File: src/hdl/sdr_pkg.sv
package sdr_pkg;
  // power-up delay and fail-safe monitor delay, in microseconds
  localparam int unsigned POWERUP_DELAY_US    = 64;
  localparam int unsigned FAILSAFE_DELAY_US   = 2;
  localparam int unsigned CLK_MHZ             = 50;
  localparam int unsigned POWERUP_DELAY_CYC   = POWERUP_DELAY_US * CLK_MHZ;
  localparam int unsigned FAILSAFE_DELAY_CYC  = FAILSAFE_DELAY_US * CLK_MHZ;
  // oscillator start-up timer length, in oscillator cycles
  localparam int unsigned OSC_STARTUP_CYC     = 1024;
  localparam int unsigned RESET_PULSE_CYC     = 4;
  localparam int unsigned CNT_W               = 16;
  // oscillator control register: locked flag position
  localparam int unsigned OSC_CTRL_LOCK_BIT   = 5;
  // reset control register: dip flag position, reset value
  localparam int unsigned RST_CTRL_DIP_BIT    = 1;
  localparam logic [15:0] RST_CTRL_RESET_VAL  = 16'h0000;
  // osc select codes: frc or primary oscillator, each with or without the pll
  localparam logic [2:0]  OSC_SEL_FRC         = 3'h0;
  localparam logic [2:0]  OSC_SEL_FRC_PLL     = 3'h1;
  localparam logic [2:0]  OSC_SEL_PRI         = 3'h2;
  localparam logic [2:0]  OSC_SEL_PRI_PLL     = 3'h3;
  // primary oscillator mode: 2'h3 means disabled
  localparam logic [1:0]  PRI_MODE_OFF        = 2'h3;
  localparam logic [1:0]  PRI_MODE_EC         = 2'h0;

  typedef struct packed {
    logic [2:0] osc_select_cfg;
    logic [1:0] primary_osc_mode_cfg;
    logic       powerup_timer_zero;
  } sdr_cfg_t;

  typedef enum logic [2:0] {
    ST_IDLE  = 3'b000,
    ST_PULSE = 3'b001,
    ST_WAIT  = 3'b010,
    ST_RUN   = 3'b011
  } sdr_state_t;
endpackage

File: src/hdl/sdr_sequencer.sv
`timescale 1ns/1ns
// Function
// dip pulses a whole-device reset
// clock source and pll use chosen from select alone
// oscillator mode runs start-up timer, clock gated
// pll in use holds clock until lock
// power-up delay applied alongside clock hold
// zero delay with crystal uses fail-safe delay
// dip sets reset control flag bit 1
// detection stays active in sleep and idle
// release needs delay done and clock ready
// flag held until software writes zero
module sdr_sequencer (
  input  wire logic              clk,
  input  wire logic              rst,
  input  wire logic              supply_dip_reset,
  input  wire logic              sleep_mode,
  input  wire logic              idle_mode,
  input  wire sdr_pkg::sdr_cfg_t cfg,
  input  wire logic              osc_tick,
  input  wire logic [15:0]       osc_control_reg,
  input  wire logic              flag_clear,
  output logic                   device_reset_pulse,
  output logic                   internal_reset,
  output logic                   sysclk_enable,
  output logic [2:0]             clk_source,
  output logic                   pll_in_use,
  output logic [15:0]            reset_control_reg
);
  sdr_pkg::sdr_state_t       state_reg;
  logic                      dip_s1_reg;
  logic                      dip_s2_reg;
  logic                      lock_s1_reg;
  logic                      lock_s2_reg;
  logic [sdr_pkg::CNT_W-1:0] pulse_cnt_reg;
  logic [sdr_pkg::CNT_W-1:0] ost_cnt_reg;
  logic [sdr_pkg::CNT_W-1:0] dly_cnt_reg;
  logic                      osc_mode_reg;
  logic                      ost_done;
  logic                      clk_ready;
  logic                      dly_done;
  logic                      use_pri;
  logic                      use_pll;
  logic                      use_xtal;

  // the dip and lock come from analog sides, synchronise them first
  always_ff @(posedge clk)
  begin
    dip_s1_reg  <= supply_dip_reset;
    dip_s2_reg  <= dip_s1_reg;
    lock_s1_reg <= osc_control_reg[sdr_pkg::OSC_CTRL_LOCK_BIT];
    lock_s2_reg <= lock_s1_reg;
  end

  assign use_pri  = (cfg.osc_select_cfg == sdr_pkg::OSC_SEL_PRI) ||
                    (cfg.osc_select_cfg == sdr_pkg::OSC_SEL_PRI_PLL);
  assign use_pll  = (cfg.osc_select_cfg == sdr_pkg::OSC_SEL_FRC_PLL) ||
                    (cfg.osc_select_cfg == sdr_pkg::OSC_SEL_PRI_PLL);
  assign use_xtal = use_pri &&
                    (cfg.primary_osc_mode_cfg != sdr_pkg::PRI_MODE_OFF) &&
                    (cfg.primary_osc_mode_cfg != sdr_pkg::PRI_MODE_EC);
  assign ost_done  = ost_cnt_reg == '0;
  assign clk_ready = ost_done && (!pll_in_use || lock_s2_reg);
  assign dly_done  = dly_cnt_reg == '0;

  // sleep and idle inputs are deliberately not gating the dip path
  always_ff @(posedge clk)
  begin
    if (rst)
      state_reg <= sdr_pkg::ST_PULSE;
    else if (dip_s2_reg)
      state_reg <= sdr_pkg::ST_PULSE;
    else
      unique case (state_reg)
        sdr_pkg::ST_IDLE:  state_reg <= sdr_pkg::ST_RUN;
        sdr_pkg::ST_PULSE:
          if (pulse_cnt_reg == '0)
            state_reg <= sdr_pkg::ST_WAIT;
        sdr_pkg::ST_WAIT:
          if (dly_done && clk_ready)
            state_reg <= sdr_pkg::ST_RUN;
        sdr_pkg::ST_RUN:   state_reg <= sdr_pkg::ST_RUN;
        default:           state_reg <= sdr_pkg::ST_PULSE;
      endcase
  end

  always_ff @(posedge clk)
  begin
    if (rst || dip_s2_reg)
      pulse_cnt_reg <= sdr_pkg::CNT_W'(sdr_pkg::RESET_PULSE_CYC - 1);
    else if (state_reg == sdr_pkg::ST_PULSE && pulse_cnt_reg != '0)
      pulse_cnt_reg <= pulse_cnt_reg - 1'b1;
  end

  // clock source latched as the pulse ends so a late cfg change is ignored
  always_ff @(posedge clk)
  begin
    if (rst)
    begin
      clk_source   <= sdr_pkg::OSC_SEL_FRC;
      pll_in_use   <= 1'b0;
      osc_mode_reg <= 1'b0;
    end
    else if (state_reg == sdr_pkg::ST_PULSE)
    begin
      clk_source   <= cfg.osc_select_cfg;
      pll_in_use   <= use_pll;
      osc_mode_reg <= use_xtal;
    end
  end

  // start-up timer counts oscillator ticks, which arrive as enable pulses
  always_ff @(posedge clk)
  begin
    if (rst || state_reg == sdr_pkg::ST_PULSE)
      ost_cnt_reg <= sdr_pkg::CNT_W'(sdr_pkg::OSC_STARTUP_CYC);
    else if (!osc_mode_reg)
      ost_cnt_reg <= '0;
    else if (osc_tick && ost_cnt_reg != '0)
      ost_cnt_reg <= ost_cnt_reg - 1'b1;
  end

  always_ff @(posedge clk)
  begin
    if (rst || state_reg == sdr_pkg::ST_PULSE)
    begin
      if (!cfg.powerup_timer_zero)
        dly_cnt_reg <= sdr_pkg::CNT_W'(sdr_pkg::POWERUP_DELAY_CYC);
      else if (use_xtal)
        dly_cnt_reg <= sdr_pkg::CNT_W'(sdr_pkg::FAILSAFE_DELAY_CYC);
      else
        dly_cnt_reg <= '0;
    end
    else if (dly_cnt_reg != '0)
      dly_cnt_reg <= dly_cnt_reg - 1'b1;
  end

  // a dip never clears the flag; set wins over a software clear
  always_ff @(posedge clk)
  begin
    if (rst)
      reset_control_reg <= sdr_pkg::RST_CTRL_RESET_VAL;
    else if (dip_s2_reg)
      reset_control_reg[sdr_pkg::RST_CTRL_DIP_BIT] <= 1'b1;
    else if (flag_clear)
      reset_control_reg[sdr_pkg::RST_CTRL_DIP_BIT] <= 1'b0;
  end

  always_ff @(posedge clk)
  begin
    if (rst)
    begin
      device_reset_pulse <= 1'b1;
      internal_reset     <= 1'b1;
      sysclk_enable      <= 1'b0;
    end
    else
    begin
      device_reset_pulse <= dip_s2_reg ||
        (state_reg == sdr_pkg::ST_PULSE && pulse_cnt_reg != '0);
      // a dip re-asserts reset at once, even from the run state
      internal_reset     <= dip_s2_reg ||
        ((state_reg != sdr_pkg::ST_RUN) &&
        !(state_reg == sdr_pkg::ST_WAIT && dly_done && clk_ready));
      sysclk_enable      <= (state_reg == sdr_pkg::ST_WAIT ||
        state_reg == sdr_pkg::ST_RUN) && clk_ready && !dip_s2_reg;
    end
  end

  // checks ride on the sequencer state, low-power inputs only qualify them
  chk_flag_sets: assert property (@(posedge clk) disable iff (rst)
    dip_s2_reg |=> reset_control_reg[sdr_pkg::RST_CTRL_DIP_BIT])
    else $error("dip flag not set");
  chk_flag_holds: assert property (@(posedge clk) disable iff (rst)
    reset_control_reg[sdr_pkg::RST_CTRL_DIP_BIT] && !flag_clear |=>
    reset_control_reg[sdr_pkg::RST_CTRL_DIP_BIT])
    else $error("dip flag lost");
  chk_pulse_on_dip: assert property (@(posedge clk) disable iff (rst)
    dip_s2_reg |=> device_reset_pulse && internal_reset)
    else $error("no reset pulse on dip");
  chk_pulse_ends: assert property (@(posedge clk) disable iff (rst)
    state_reg == sdr_pkg::ST_WAIT |-> !device_reset_pulse)
    else $error("reset pulse outlasts its count");
  chk_dip_in_sleep: assert property (@(posedge clk) disable iff (rst)
    dip_s2_reg && (sleep_mode || idle_mode) |=> internal_reset)
    else $error("dip ignored in low power");
  chk_release_ready: assert property (@(posedge clk) disable iff (rst)
    $fell(internal_reset) |-> $past(dly_done) && $past(clk_ready))
    else $error("early release");
  chk_run_released: assert property (@(posedge clk) disable iff (rst)
    state_reg == sdr_pkg::ST_RUN |-> !internal_reset)
    else $error("reset still held in run");
  chk_clk_gated: assert property (@(posedge clk) disable iff (rst)
    !$past(ost_done) |-> !sysclk_enable)
    else $error("clock before start-up timer");
  chk_pll_hold: assert property (@(posedge clk) disable iff (rst)
    pll_in_use && !$past(lock_s2_reg) |-> !sysclk_enable)
    else $error("clock before pll lock");
  chk_delay_held: assert property (@(posedge clk) disable iff (rst)
    state_reg == sdr_pkg::ST_WAIT && !dly_done |=> internal_reset)
    else $error("reset released during delay");
  chk_src_latch: assert property (@(posedge clk) disable iff (rst)
    state_reg == sdr_pkg::ST_PULSE |=>
    clk_source == $past(cfg.osc_select_cfg))
    else $error("clock source not taken");
  chk_failsafe: assert property (@(posedge clk) disable iff (rst)
    state_reg == sdr_pkg::ST_PULSE && cfg.powerup_timer_zero && use_xtal |=>
    dly_cnt_reg == sdr_pkg::CNT_W'(sdr_pkg::FAILSAFE_DELAY_CYC) ||
    state_reg == sdr_pkg::ST_PULSE)
    else $error("fail-safe delay not loaded");

  cov_release: cover property (@(posedge clk) disable iff (rst)
    $fell(internal_reset));
  cov_pll: cover property (@(posedge clk) disable iff (rst)
    pll_in_use && $rose(sysclk_enable));
  cov_clear: cover property (@(posedge clk) disable iff (rst)
    $fell(reset_control_reg[sdr_pkg::RST_CTRL_DIP_BIT]));
  cov_failsafe: cover property (@(posedge clk) disable iff (rst)
    state_reg == sdr_pkg::ST_PULSE && cfg.powerup_timer_zero && use_xtal);
  cov_sleep_dip: cover property (@(posedge clk) disable iff (rst)
    sleep_mode && dip_s2_reg);
endmodule

File: config.mk
export PLATFORM = sky130hd
export DESIGN_NAME = sdr_sequencer
export DESIGN_NICKNAME = d
export VERILOG_FILES = /design/src/hdl/sdr_pkg.sv /design/src/hdl/sdr_sequencer.sv
export SDC_FILE = /design/constraint.sdc
export NUM_CORES = 1
export LEC_CHECK = 0
export CORE_ASPECT_RATIO = 1.25
export CORE_MARGIN = 2
export CORE_UTILIZATION = 63
export DETAILED_ROUTE_END_ITERATION = 12
export DONT_BUFFER_PORTS = 1
export PLACE_DENSITY_LB_ADDON = 0.12
export SLEW_MARGIN = 20
export SYNTH_ARGS = -nofsm -noshare
export SYNTH_HDL_FRONTEND = slang
export SYNTH_SLANG_ARGS = --single-unit
File: constraint.sdc
create_clock -name clk -period 3 [get_ports clk]
set_clock_uncertainty 0.1 [all_clocks]
set_input_delay 0 -clock clk [delete_from_list [all_inputs] [get_ports clk]]
set_output_delay 0 -clock clk [all_outputs]
set_load 0.02 [all_outputs]
==> key figures, run 1 <==
Synthesis
  – Cell variety after synth: 50
  – Async set-reset flop share out of synthesis: 0
  – Leading area contributor after synthesis: dfxtp_1
  – Post-Syn Area: 0.003137 mm²
  – Sequential share of the synthesized area: 0.4531
  – Synth top area share: 0.3000
  – Synth top area cells: dfxtp_1 (30%), edfxtp_1 (15%), a21oi_1 (6.1%)
  – Number of enable flip-flop cells after synthesis: 16
  – Yosys reg bits: 63
  – Syn avg cell area: 9.172 µm²
  – Yosys warns: 0
  – Syn Inst Count: 342
  – Main flop type after synthesis: dfxtp_1

Worst hold path
  – Hold Path Class: input port to flip-flop
  – Hold Path Sink: ost_cnt_reg[3]
  – Hold path start: osc_tick
  – WHS Path Cells: 3

CTS
  – Clock transition at path regs: 60 ps
  – Clock buffer count from CTS: 9
  – Sink Count: 63
  – Post-CTS Resized: 0
  – Worst-skew pair later-pin latency: 340 ps
  – Root Buffer: clkbuf_8
  – H-tree levels: 3
  – Clock buffer depth: 2
  – Post-CTS Hold Fix Bufs: 12
  – Setup bufs post-CTS: 0
  – Clock tree from TritonCTS: yes

Global routing
  – Initial antenna violation count: 0
  – Largest net degree at the start of global routing: 17
  – Total track usage: 0.2560
  – Overflow after GRT: 0
  – Vias in the first global route: 2458
  – Global-route wire length before repair: 11030 µm

Placed design
  – Pre-CTS setup slack: 496.2 ps
  – Dpl cell area: 0.003141 mm²
  – Routability cong.: 0.8575
  – # port buffers: 0
  – Detailed-placement wirelength estimate: 4352 µm

Setup path
  – Critical-path top delay cell: or3_1
  – Critical path class: flip-flop to flip-flop
  – Worst reg2reg path startpoint: dly_cnt_reg[0]
  – CP Launch Type: flip-flop
  – Worst r2r dst: dly_cnt_reg[1]
  – Crit-path max cell delay: 690 ps
  – CP Cell Sequence: inv_1, ha_1, nor3b_1, nand2_1, or3_1
  – Critical path peak fanout: 16
  – R2R cell count: 5
  – Reg2reg setup slack: 490 ps
  – Cell family with most CP delay: simple AND/OR/NAND/NOR gates
  – Critical Path AT: 2390 ps
  – Buffer and inverter count on the worst path: 1
  – Required time worst endpoint: 2880 ps
  – Crit end category: flip-flop

Power
  – Final Power: 1743 µW
  – Leak: 0.001353 µW
  – Maximum VDD drop: 0.5096 mV
  – Pwr/cell area: 503.5 mW/mm²

STA
  – Fin. max-slew vios: 0
  – Tcrit/Tclk final: 0.8366
  – Maximum clock rate: 398.4 MHz
  – Hold Fails Final Rpt: 0
  – Total negative slack: 0 ps
  – Worst-margin pin slew: 734.9 ps
  – Slew headroom: 0.5056
  – # setup viols final: 0
  – Unrepaired setup endpoints after global routing: false
  – Final WS setup: 490.1 ps
  – Min Tclk post-route: 2510 ps

Finish
  – Layout area overhead: 10.37%
  – Diode count: 0
  – Commonest non-fill, non-tap cell in the layout: dfxtp_1
  – Final #Nets: 390
  – Share of cells above drive strength 1: 0.09972
  – Most frequent cells in the layout: dfxtp_1 (47), a21oi_1 (38), nand2_1 (25)
  – Core Util, Final: 0.7266
  – Final instance area: 0.003462 mm²

Detailed routing
  – Routed wire length: 6455 µm
  – Wire per inst: 15.33 µm
  – Via count: 2591
  – Average vias per placed instance: 6.154
  – DRT iter0 DRCs: 169
  – DRT antenna net count: 0
  – Residual DRC: 0
  – First-pass DRT Iterations: 4

Outcome
  – Status: finished clean

Die
  – Ports: 52
  – Starting Density: 0.6584
  – DIE AREA: 0.005563 mm²
  – Die H: 82.89 µm
  – Rows: 28
  – Die W: 67.11 µm
  – Core area: 0.004765 mm²

Run
  – Max Cap Viol: 0
==> cell type report <==
| class | instances | area (µm²) |
|---|---|---|
| clock buffer | 13 | 191.4 |
| clock inverter | 2 | 10.01 |
| fill | 388 | 1303 |
| inverter | 10 | 37.54 |
| multi-input combinational | 257 | 1577 |
| sequential | 63 | 1421 |
| tap | 60 | 75.07 |
| timing repair buffer | 16 | 150.1 |
==> stage by stage <==
| stage | hold slack (ps) | instances |
|---|---|---|
| 2_1_floorplan | -72.28 | 356 |
| 3_3_place_gp | -72.22 | 394 |
| 3_5_place_dp | -72.24 | 394 |
| 4_1_cts | 0.07586 | 421 |
| 5_1_grt | 52.19 | 421 |
| 6_report | 22.95 | 421 |
==> cells by family (layout without fill, tap and decap cells) <==
family | Yosys count | in the layout | share of synthesized area
xor gates and xnor gates | 12 | 12 | 0.03351
muxes | 3 | 3 | 0.009574
buffers and inverters | 36 | 41 | 0.06103
DFF | 63 | 63 | 0.4531
and+or+nand+nor | 145 | 145 | 0.2768
other | 1 | 15 | 0.001196
AOI/OAI and AO/OA | 78 | 78 | 0.1488
adders and majority gates | 4 | 4 | 0.01596
==> layer usage <==
metal | global-route usage | part of all wire
met1 | 0.3160 | 0.42
met2 | 0.4005 | 0.51
met3 | 0.06775 | 0.037
met4 | 0.1354 | 0.029
met5 | 0 | 0
==> cells in the mapped netlist (9+ instances only) <==
| cell type | count |
|---|---|
| a21oi_1 | 38 |
| buf_4 | 15 |
| clkbuf_1 | 11 |
| dfxtp_1 | 47 |
| edfxtp_1 | 16 |
| inv_1 | 10 |
| nand2_1 | 25 |
| nand3_1 | 12 |
| nor2_1 | 24 |
| nor4_1 | 11 |
| o21ai_0 | 14 |
| o31ai_1 | 9 |
| or3_1 | 13 |
| or4_1 | 14 |
==> worst register-to-register path: cells and delay by family, from the launching register on <==
family / cells / cell delay, ps
simple gates: 3 / 1270
buf+inv: 1 / 100
fa+ha+maj: 1 / 230
flops: 1 / 450
==> power breakdown <==
part | switching, µW | internal, µW | leakage [µW]
clock network | 316 | 416 | 0.000106
registers | 17.3 | 882 | 0.000574
logic | 68.8 | 43.1 | 0.000674
total | 402 | 1340 | 0.00135
==> worst max-delay path by stage <==
stage          cells past startpoint  slack, ps         endpoint      startpoint
2_1_floorplan                      4        800  ost_cnt_reg[13]  ost_cnt_reg[2]
5_1_grt                            5        320   dly_cnt_reg[1]  dly_cnt_reg[0]
3_3_place_gp                       5        580   dly_cnt_reg[0]  dly_cnt_reg[0]
6_report                           5        490   dly_cnt_reg[1]  dly_cnt_reg[0]
4_1_cts                            5        480   dly_cnt_reg[0]  dly_cnt_reg[0]
3_5_place_dp                       5        500  dly_cnt_reg[11]  dly_cnt_reg[0]
Note: power is estimated with default switching activity, not from simulation.
==> inputs of run 2 (changes only) <==
clock period = 2.6 ns   (was 3 ns; I/O delays follow)
==> key figures, run 2 (synthesis gave the netlist of run 1 again) <==
Global routing
  – Global-route wire length before repair: 11610 µm (was 11030 µm)
  – Initial antenna violation count: 0 (unchanged)
  – Largest net degree at the start of global routing: 16 (was 17)
  – Overflow after GRT: 0 (unchanged)
  – Total track usage: 0.2694 (was 0.2560)
  – Vias in the first global route: 2567 (was 2458)

STA
  – Tcrit/Tclk final: 0.9225 (was 0.8366)
  – Fin. max-slew vios: 0 (unchanged)
  – Hold Fails Final Rpt: 0 (unchanged)
  – Min Tclk post-route: 2398 ps (was 2510 ps)
  – Worst-margin pin slew: 675.3 ps (was 734.9 ps)
  – # setup viols final: 0 (unchanged)
  – Slew headroom: 0.5456 (was 0.5056)
  – Maximum clock rate: 416.9 MHz (was 398.4 MHz)
  – Unrepaired setup endpoints after global routing: false (unchanged)
  – Total negative slack: 0 ps (unchanged)

CTS
  – Post-CTS Resized: 0 (unchanged)
  – Sink Count: 63 (unchanged)
  – H-tree levels: 3 (unchanged)
  – Clock tree from TritonCTS: yes (unchanged)
  – Clock transition at path regs: 70 ps (was 60 ps)
  – Clock buffer count from CTS: 9 (unchanged)
  – Setup bufs post-CTS: 0 (unchanged)
  – Clock buffer depth: 2 (unchanged)
  – Root Buffer: clkbuf_8 (unchanged)
  – Worst-skew pair later-pin latency: 340 ps (about the same)

Finish
  – Share of cells above drive strength 1: 0.1196 (was 0.09972)
  – Layout area overhead: 12.13% (was 10.37%)
  – Core Util, Final: 0.7382 (was 0.7266)
  – Commonest non-fill, non-tap cell in the layout: dfxtp_1 (unchanged)
  – Footprint of the multi-input gates: 0.001577 mm² (unchanged)
  – Number of fill cells in the layout: 375 (was 388)
  – Final instance area: 0.003517 mm² (was 0.003462 mm²)
  – Register area: 0.001421 mm² (unchanged)
  – Most frequent cells in the layout: dfxtp_1 (47), a21oi_1 (38), nand2_1 (25) (unchanged)
  – Diode count: 0 (unchanged)
  – Final #Nets: 396 (was 390)

Die
  – DIE AREA: 0.005563 mm² (unchanged)
  – Core area: 0.004765 mm² (unchanged)
  – Ports: 52 (unchanged)
  – Die W: 67.11 µm (unchanged)
  – Starting Density: 0.6584 (unchanged)
  – Die H: 82.89 µm (unchanged)
  – Rows: 28 (unchanged)

Detailed routing
  – Routed wire length: 6753 µm (was 6455 µm)
  – Via count: 2614 (was 2591)
  – Wire per inst: 15.78 µm (was 15.33 µm)
  – First-pass DRT Iterations: 4 (unchanged)
  – Residual DRC: 0 (unchanged)
  – Average vias per placed instance: 6.107 (was 6.154)
  – DRT antenna net count: 0 (unchanged)
  – DRT iter0 DRCs: 204 (was 169)

Setup path
  – Critical Path AT: 2390 ps (about the same)
  – R2R cell count: 6 (was 5)
  – Critical path class: flip-flop to flip-flop (unchanged)
  – Worst reg2reg path startpoint: dly_cnt_reg[1] (was dly_cnt_reg[0])
  – Crit end category: flip-flop (unchanged)
  – Critical path peak fanout: 11 (was 16)
  – CP Launch Type: flip-flop (unchanged)
  – Required time worst endpoint: 2590 ps (was 2880 ps)
  – Worst setup path start: dly_cnt_reg[1] (was dly_cnt_reg[0])

Worst hold path
  – Hold Path Class: input port to flip-flop (unchanged)
  – WHS Path Cells: 3 (unchanged)
  – Hold path start: osc_tick (unchanged)

Outcome
  – Status: finished clean (unchanged)

Placed design
  – Routability cong.: 0.8629 (was 0.8575)
  – Detailed-placement wirelength estimate: 4510 µm (was 4352 µm)
  – # port buffers: 0 (unchanged)
  – Dpl cell area: 0.003186 mm² (was 0.003141 mm²)

Power
  – Maximum VDD drop: 0.4402 mV (was 0.5096 mV)
  – Pwr/cell area: 577.9 mW/mm² (was 503.5 mW/mm²)
  – Leak: 0.001389 µW (was 0.001353 µW)

Run
  – Max Cap Viol: 0 (unchanged)
==> run 2: changes by cell type in the layout (fill, tap and decap cells not counted) <==
cell,delta
clkbuf_1,-1
buf_4,+6
clkinv_4,+1
clkinv_2,+1
==> run 2: what timing repair did <==
item                       4_1_cts  5_1_grt
hold endpoints to repair        49        0
hold buffers                    12        0
setup endpoints to repair        0        0
==> run 2: routing by layer <==
metal  track usage  wire, µm
met1        0.3281      2768
met5             0         0
met3       0.06504       285
met2        0.4383      3529
met4        0.1243       170
==> run 2: path summary, 6_finish.rpt <==
check,end,slack (ps)
min,ost_cnt_reg[4],30
max,dly_cnt_reg[9],200
min reg2reg,lock_s2_reg,230
max reg2reg,dly_cnt_reg[9],200
==> run 2: critical path, cell delays in order, from the launching register on <==
cell and delay (ps):
edfxtp_1 450, inv_1 90, ha_1 230, nor3b_1 410, nand2_1 250, or3_1 410
buf_4 200
==> run 2: area by class of cell <==
type	count	share of cell area
Multi-Input combinational cell	257	0.4482
Sequential cell	63	0.4041
Timing Repair Buffer	22	0.05550
Clock buffer	12	0.05336
Tap cell	60	0.02134
Inverter	10	0.01067
Clock inverter	4	0.006759
==> run 2: stage by stage <==
stage / setup WS (ps) / total power [µW] / hold WS (ps) / instances
after floorplan: 400.8 / 1166 / -72.28 / 356
after global placement: 346.2 / 1164 / -72.22 / 400
after detailed placement: 269.3 / 1169 / -72.22 / 400
after CTS: 246.3 / 2045 / 13.12 / 428
after global routing: 118.3 / 2106 / 32.27 / 428
final: 201.6 / 2032 / 30.33 / 428
==> run 2: power breakdown <==
part | internal [µW] | switching [µW]
sequential | 1020 | 19.2
clock | 485 | 380
combinational | 50.4 | 80.8
total | 1550 | 480
